File: config.mk
export PLATFORM = sky130hd
export DESIGN_NAME = pic_pin_interrupt_control
export DESIGN_NICKNAME = d
export VERILOG_FILES = /design/src/hw/pic_pkg.sv /design/src/hw/pic_pin_interrupt_control.sv
export SDC_FILE = /design/constraint.sdc
export NUM_CORES = 1
export LEC_CHECK = 0
export BUFFER_PORTS_ARGS = -buffer_cell sky130_fd_sc_hd__buf_2
export CORE_MARGIN = 3
export CORE_UTILIZATION = 25
export DETAILED_ROUTE_END_ITERATION = 8
export GPL_ROUTABILITY_DRIVEN = 0
export MAX_ROUTING_LAYER = met4
export PLACE_DENSITY_LB_ADDON = 0.1
export SLEW_MARGIN = 10
export SYNTH_ARGS = -nofsm -noshare
export SYNTH_HDL_FRONTEND = slang
export SYNTH_SLANG_ARGS = --single-unit
File: constraint.sdc
create_clock -name mclk -period 2.6 [get_ports mclk]
set_input_delay 0.52 -clock mclk [delete_from_list [all_inputs] [get_ports mclk]]
set_output_delay 0.52 -clock mclk [all_outputs]
set_load 0.02 [all_outputs]
File: src/hw/pic_pkg.sv
// Package: constants and carrier types for the pin interrupt control block
package pic_pkg;

  // ==========================================================
  // Register map (Avalon word addresses)
  localparam logic [1:0] PIC_ADDR_CTRL_STATUS = 2'h0;
  localparam logic [1:0] PIC_ADDR_OPTIONS = 2'h1;
  localparam logic [1:0] PIC_ADDR_PIN_LEVEL = 2'h2;

  // ==========================================================
  // Control/status field positions
  localparam int PIC_BIT_HP_ACK = 0;
  localparam int PIC_BIT_MAIN_ACK = 1;
  localparam int PIC_BIT_HP_ENABLE = 4;
  localparam int PIC_BIT_MAIN_ENABLE = 5;
  localparam int PIC_BIT_HP_PENDING = 6;
  localparam int PIC_BIT_MAIN_PENDING = 7;

  // Options register field positions
  localparam int PIC_BIT_OPT_GROUP = 0;
  localparam int PIC_BIT_OPT_LEVEL = 1;

  // ==========================================================
  // Reset values
  localparam logic PIC_RST_HP_PENDING = 1'b0;
  localparam logic PIC_RST_MAIN_PENDING = 1'b0;
  localparam logic PIC_RST_HP_ENABLE = 1'b0;
  localparam logic PIC_RST_MAIN_ENABLE = 1'b1;
  localparam logic [2:0] PIC_RST_SYNC = 3'h7;

  // ==========================================================
  // Vector addresses
  localparam logic [11:0] PIC_VEC_EXTERNAL = 12'hFFA;
  localparam logic [11:0] PIC_VEC_MFT = 12'hFF8;
  localparam logic [11:0] PIC_VEC_WIDE_TIMER = 12'hFF6;

  // Bus response timing: one wait cycle on every access
  localparam int PIC_BUS_WAIT_CYCLES = 1;

  // ==========================================================
  // Avalon request carrier
  typedef struct packed {
    logic [1:0] address;
    logic read;
    logic write;
    logic [31:0] writedata;
  } pic_bus_req_type;

  // Three-stage pin synchroniser for one pin
  typedef struct packed {
    logic [2:0] sync;
    logic level;
  } pic_pin_sync_type;

  // Bus handshake state, one-hot
  typedef enum logic [1:0] {
    PIC_BUS_IDLE = 2'b01,
    PIC_BUS_DONE = 2'b10
  } pic_bus_state_type;

endpackage

File: src/hw/pic_pin_interrupt_control.sv
// Module: external pin interrupt latches, enables, acknowledges and vectoring
//
// Implementation choices: the Avalon-MM register port and the placing of the registers.
`timescale 1ns/1ps

// Operation
// - Software writes never set or clear the high-pin edge pending flag directly.
// - Falling edge on port pin seven sets high-pin edge pending flag.
// - High-pin pending with its enable keeps the external request asserted.
// - Reset clears the high-pin edge pending flag.
// - Only acknowledge-one clears high-pin pending; vector fetch leaves it.
// - Software writes never change the main external pending flag directly.
// - Main pending with main enable keeps the external request asserted.
// - Reset clears the main external pending flag.
// - External vector fetch clears main pending only if high-pin enable clear.
// - With high-pin enable set, only main acknowledge clears main pending.
// - Main acknowledge clears main latch unless a same-cycle set wins; active level keeps it set.
// - High-pin enable gates its flag; reset clears it; stop/wait leave it.
// - Main enable gates main pending; reset sets it to one.
// - Stop or wait forces the main enable to one.
// - Optional low pin group is OR'ed with the dedicated interrupt pin.
// - Main enable also gates the low pin group interrupts.
// - Pins interrupt regardless of their input or output direction.
// - Branch-on-level tests only the dedicated pin level.
// - Multi-function timer event requests vector 0FF8 when mask clear.
// - Wide timer event requests vector 0FF6 when mask clear.
// - Main latch sets on pin fall, group rise, or active level option.
// - Both external sources vector to 0FFA.
// - Acknowledge bits read zero; writing zero leaves latches unchanged.
// - Unused control/status bits read as zero.
module pic_pin_interrupt_control
  import pic_pkg::*;
#(
  parameter int GROUP_WIDTH = 4
) (
  input wire logic mclk,
  input wire logic rst,
  // Avalon-MM slave
  input wire logic [1:0] avs_address,
  input wire logic avs_read,
  input wire logic avs_write,
  input wire logic [31:0] avs_writedata,
  output logic [31:0] avs_readdata,
  output logic avs_waitrequest,
  // Pins (asynchronous)
  input wire logic irq_pin_n,
  input wire logic [GROUP_WIDTH-1:0] low_port_pin_group,
  input wire logic port_pin_seven,
  // Build-time options, static after reset
  input wire logic group_option,
  input wire logic level_option,
  // CPU core side
  input wire logic cpu_interrupt_mask,
  input wire logic low_power_entry,
  input wire logic vector_fetch,
  input wire logic [11:0] vector_fetch_addr,
  input wire logic mft_event,
  input wire logic wide_timer_event,
  output logic external_request,
  output logic interrupt_request,
  output logic [11:0] interrupt_vector,
  output logic branch_if_pin_high,
  output logic branch_if_pin_low
);

  // ==========================================================
  // Elaboration check
  if (GROUP_WIDTH < 1 || GROUP_WIDTH > 8) begin : g_bad_width
    $error("GROUP_WIDTH must lie in 1..8");
  end

  // ==========================================================
  // State
  typedef struct packed {
    pic_bus_state_type bus_state;
    logic [31:0] readdata;
    pic_pin_sync_type irq_pin;
    pic_pin_sync_type hp_pin;
    pic_pin_sync_type [GROUP_WIDTH-1:0] grp_pin;
    logic hp_pending;
    logic main_pending;
    logic hp_enable;
    logic main_enable;
    logic [11:0] vector;
    logic ext_req;
    logic any_req;
    logic pin_high;
  } pic_state_type;

  pic_state_type state_q;
  pic_state_type state_d;

  // Filtered pin level: changes only when stages two and three agree
  function automatic pic_pin_sync_type pic_sync_step(input pic_pin_sync_type cur, input logic pin);
    pic_pin_sync_type nxt;
    nxt = cur;
    nxt.sync = {cur.sync[1:0], pin};
    if (cur.sync[1] == cur.sync[2]) begin
      nxt.level = cur.sync[2];
    end
    return nxt;
  endfunction

  pic_bus_req_type req;
  assign req = '{address: avs_address, read: avs_read, write: avs_write, writedata: avs_writedata};

  always_comb begin
    logic irq_fall;
    logic hp_fall;
    logic grp_rise;
    logic grp_high;
    logic main_set;
    logic wr_cs;
    logic [7:0] cs_read;
    irq_fall = 1'b0;
    hp_fall = 1'b0;
    grp_rise = 1'b0;
    grp_high = 1'b0;
    main_set = 1'b0;
    wr_cs = 1'b0;
    cs_read = 8'h00;
    state_d = state_q;

    // ========================================================
    // Pin synchronisers and edge detection on filtered levels
    state_d.irq_pin = pic_sync_step(state_q.irq_pin, irq_pin_n);
    state_d.hp_pin = pic_sync_step(state_q.hp_pin, port_pin_seven);
    for (int i = 0; i < GROUP_WIDTH; i++) begin
      state_d.grp_pin[i] = pic_sync_step(state_q.grp_pin[i], low_port_pin_group[i]);
      grp_rise = grp_rise | (state_d.grp_pin[i].level & ~state_q.grp_pin[i].level);
      grp_high = grp_high | state_q.grp_pin[i].level;
    end
    irq_fall = state_q.irq_pin.level & ~state_d.irq_pin.level;
    hp_fall = state_q.hp_pin.level & ~state_d.hp_pin.level;

    // Group only counts when the option is built in
    main_set = irq_fall | (group_option & grp_rise);
    if (level_option) begin
      main_set = main_set | ~state_q.irq_pin.level | (group_option & grp_high);
    end

    // ========================================================
    // Bus slave: one wait cycle, then answer
    wr_cs = 1'b0;
    unique case (state_q.bus_state)
      PIC_BUS_IDLE: begin
        if (req.read || req.write) begin
          state_d.bus_state = PIC_BUS_DONE;
        end
      end
      PIC_BUS_DONE: begin
        state_d.bus_state = PIC_BUS_IDLE;
        wr_cs = req.write && req.address == PIC_ADDR_CTRL_STATUS;
      end
    endcase

    // ========================================================
    // Latches: acknowledge clears, but a same-cycle set wins
    if (wr_cs && req.writedata[PIC_BIT_HP_ACK]) begin
      state_d.hp_pending = 1'b0;
    end
    if (hp_fall) begin
      state_d.hp_pending = 1'b1;
    end

    if (wr_cs && req.writedata[PIC_BIT_MAIN_ACK]) begin
      state_d.main_pending = 1'b0;
    end
    if (vector_fetch && vector_fetch_addr == PIC_VEC_EXTERNAL && !state_q.hp_enable) begin
      state_d.main_pending = 1'b0;
    end
    if (main_set) begin
      state_d.main_pending = 1'b1;
    end
    // Pending bits are never loaded from write data

    if (wr_cs) begin
      state_d.hp_enable = req.writedata[PIC_BIT_HP_ENABLE];
      state_d.main_enable = req.writedata[PIC_BIT_MAIN_ENABLE];
    end
    if (low_power_entry) begin
      state_d.main_enable = 1'b1;
    end

    // ========================================================
    // Requests and vectoring, highest vector first
    state_d.ext_req = (state_q.hp_pending & state_q.hp_enable) |
                      (state_q.main_pending & state_q.main_enable);
    state_d.any_req = ~cpu_interrupt_mask & (state_d.ext_req | mft_event | wide_timer_event);
    if (state_d.ext_req) begin
      state_d.vector = PIC_VEC_EXTERNAL;
    end else if (mft_event) begin
      state_d.vector = PIC_VEC_MFT;
    end else if (wide_timer_event) begin
      state_d.vector = PIC_VEC_WIDE_TIMER;
    end
    // Dedicated pin only, not the OR with the group
    state_d.pin_high = state_q.irq_pin.level;

    // ========================================================
    // Read data, captured in the wait cycle, shown with the answer
    cs_read = 8'h00;
    cs_read[PIC_BIT_HP_ENABLE] = state_q.hp_enable;
    cs_read[PIC_BIT_MAIN_ENABLE] = state_q.main_enable;
    cs_read[PIC_BIT_HP_PENDING] = state_q.hp_pending;
    cs_read[PIC_BIT_MAIN_PENDING] = state_q.main_pending;
    if (state_q.bus_state == PIC_BUS_IDLE && req.read) begin
      unique case (req.address)
        PIC_ADDR_CTRL_STATUS: state_d.readdata = {24'h000000, cs_read};
        PIC_ADDR_OPTIONS: state_d.readdata = {30'h00000000, level_option, group_option};
        PIC_ADDR_PIN_LEVEL: state_d.readdata = {30'h00000000, state_q.hp_pin.level, state_q.irq_pin.level};
        default: state_d.readdata = 32'h00000000;
      endcase
    end
  end

  always_ff @(posedge mclk) begin
    if (rst) begin
      state_q <= '0;
      state_q.bus_state <= PIC_BUS_IDLE;
      state_q.irq_pin <= '{sync: PIC_RST_SYNC, level: 1'b1};
      state_q.hp_pin <= '{sync: PIC_RST_SYNC, level: 1'b1};
      state_q.hp_pending <= PIC_RST_HP_PENDING;
      state_q.main_pending <= PIC_RST_MAIN_PENDING;
      state_q.hp_enable <= PIC_RST_HP_ENABLE;
      state_q.main_enable <= PIC_RST_MAIN_ENABLE;
      state_q.vector <= PIC_VEC_EXTERNAL;
      state_q.pin_high <= 1'b1;
    end else begin
      state_q <= state_d;
    end
  end

  // ==========================================================
  // Outputs
  assign avs_waitrequest = (avs_read | avs_write) & (state_q.bus_state != PIC_BUS_DONE);
  assign avs_readdata = state_q.readdata;
  assign external_request = state_q.ext_req;
  assign interrupt_request = state_q.any_req;
  assign interrupt_vector = state_q.vector;
  assign branch_if_pin_high = state_q.pin_high;
  assign branch_if_pin_low = ~state_q.pin_high;

endmodule

==> summary.txt <==
Clock network
  • CTS root buf: clkbuf_8
  • H-tree levels: 2
  • Post-CTS setup buffers: 0
  • Post_cts resized: 0
  • Clock-pin slew on the worst setup and hold paths: 0.08 ns
  • CTS tree: built
  • Sink Count: 42
  • Clock buffer depth: 2
  • Post-CTS Hold Buffers: 0
  • CTS buffer count: 5
  • Clk_lat worst skew: 0.29 ns

STA
  • Worst Skew: 0.00481 ns
  • Final hold vios: 0
  • Worst slew pin tran: 0.712 ns
  • Slew margin rel.: 0.525
  • Slew Limit Fails: 0
  • Final worst-path cycle share: 0.666
  • Period minus WS final: 1.73 ns
  • # setup viols final: 0
  • Final worst slack: 0.869 ns
  • FMAX: 0.578 GHz
  • RSZ-0062 raised after global routing: false
  • Setup TNS: 0 ns
  • Final hold slack: 0.394 ns

Pwr
  • Comb power frac: 0.097
  • Clock share of power: 0.437
  • Pwr/cell area: 709 nW/µm²
  • Switch share: 0.228
  • Reg power frac: 0.465
  • Sw Pwr: 0.000331 W
  • VDD IR max: 195 µV
  • Cell-internal power: 0.00112 W
  • Leakage: 0.915 nW

Synth
  • Post-synth EDFFs: 0
  • Top-count cell post-synth: buf_4
  • Post-synth top flop: dfxtp_1
  • Share of Yosys cell area claimed by the top area cell type: 0.474
  • Synth Instances: 195
  • Yosys reg bits: 42
  • Avg Cell Area, Syn: 9.10 µm²
  • Netlist cell types: 29
  • Seq/Total Area, Yosys: 0.474
  • Mapped Area: 1770 µm²
  • Area leader, netlist: dfxtp_1
  • Synth top cells by count: buf_4 (44), dfxtp_1 (42), nor2b_1 (17), nand2_1 (12), nor2_1 (12)
  • Synth Warn #: 0
  • Synth top area cells: dfxtp_1 (47%), buf_4 (19%), nor2b_1 (6.0%)
  • FFs w/ async S/R, synth: 0

Setup path
  • Worst-path fanout max: 4
  • Crit path kind: register to register
  • CP arrival: 1.88 ns
  • CP Data Required Time: 2.75 ns
  • CP Capture Type: register
  • Startpoint types: register

Global route
  • Antenna violations before repair: 0
  • Pin count of the biggest net entering global routing: 41
  • Total gr overflow: 0
  • Gr usage total: 0.0830
  • Vias in the first global route: 1147
  • First-pass GRT wire length: 5300 µm

Route
  • DRT Pass-1 Iters: 2
  • WL final: 3340 µm
  • Initial DRC Count: 62
  • Remaining DRCs: 0
  • Vias per cell: 3.79
  • DR vias: 1256
  • WL/cell: 10.1 µm
  • Final ANT Viol Nets: 0

Placed design
  • Place WS: 0.594 ns
  • Port Buf Inserts: 48
  • DPL Wire Length: 2480 µm

Finish
  • Ratio of cells with drive above 1 in the final layout: 0.272
  • Final #Nets: 297
  • Fill cells: 755
  • ANT cells: 0
  • Area grow syn2layout: 15.1%

Floorplanning
  • Initial Utilization: 0.260
  • Die Ht: 90.2 µm
  • Core region area: 6830 µm²
  • I/O pins: 112
  • # rows: 30
  • Die area: 8140 µm²
  • Die X: 90.2 µm

Run status
  • Status: finished, final reports clean

Flow run
  • Max-cap violations: 0

Min path
  • Worst Hold Class: input pin to register
## logic make-up (layout without fill, tap and decap cells)
family / after synthesis / count (layout) / share of synthesized area
AOI/OAI and AO/OA: 30 / 30 / 0.104
other: 2 / 35 / 0.00423
DFF: 42 / 42 / 0.474
and+or+nand+nor: 67 / 67 / 0.198
buffers and inverters: 52 / 59 / 0.209
muxes: 2 / 2 / 0.0113
## area by class of cell
cell class / count / area (µm²) / share of cell area
clock inverters: 2 / 60.1 / 0.0294
flip-flops and latches: 42 / 841 / 0.412
well taps: 96 / 120 / 0.0588
clock buffers: 6 / 82.6 / 0.0404
multi-input cells: 134 / 687 / 0.336
repair buffers: 48 / 240 / 0.118
inverters: 3 / 11.3 / 0.00551
## flip-flops by register name, summed over array words and instances, names as in the netlist
register and count:
interrupt_request 1, state_d 13, avs_readdata 6, interrupt_vector 3, external_request 1, branch_if_pin_high 1, state_q 17
## worst max-delay path, stage by stage (launching register included)
cell and delay, ns:
dfxtp_1 0.35, or4b_1 0.51, or4_1 0.54, nand3_1 0.11, a31oi_1 0.08
## routing by layer
layer  vias to the layer above  wire [µm]  GRT usage
met3                         6        241     0.0234
met5                         -          0          -
met2                        52       1440      0.123
met4                         0         56     0.0370
li1                        647          -          -
met1                       551       1600      0.105
## worst paths after layout
check                           cells after the start                from           endpoint  slack (ns)
worst min register to register                      1         state_d[37]        state_d[38]        0.41
worst min-delay path                                2  cpu_interrupt_mask  interrupt_request        0.39
worst max register to register                      4         state_q[16]        state_q[17]        0.87
worst max-delay path                                4         state_q[16]        state_q[17]        0.87
## stage by stage
step,instance area (µm²),instances,util,power [W]
floorplan,1900,228,-,0.000834
global placement,1900,323,0.278,0.000830
detailed placement,1900,323,0.278,0.000831
CTS,2040,331,0.299,0.00148
global route,2040,331,0.299,0.00152
finish,2040,331,0.299,0.00145
## power by group through the flow
| stage | registers [W] | clock network [W] | logic, W |
|---|---|---|---|
| after global placement | 0.000689 | 0 | 0.000140 |
| after detailed placement | 0.000689 | 0 | 0.000141 |
| after global routing | 0.000678 | 0.000685 | 0.000155 |
| final | 0.000674 | 0.000634 | 0.000141 |
| after CTS | 0.000674 | 0.000661 | 0.000142 |
| after floorplan | 0.000689 | 0 | 0.000145 |
## cell usage in the layout, fill, tap and decap left out, drive strengths merged, types with 2 or more instances in the layout
cell     n
nor2    12
mux2i    2
dfxtp   42
nand3    6
inv      3
clkbuf   6
nand4    4
or2      7
o21ai    8
conb    35
a21oi   10
nand2   12
nor3     5
a22oi    2
a221oi   2
nor2b   17
buf     48
bufinv   2
o21bai   2
Power figures use the tool's default switching activity.
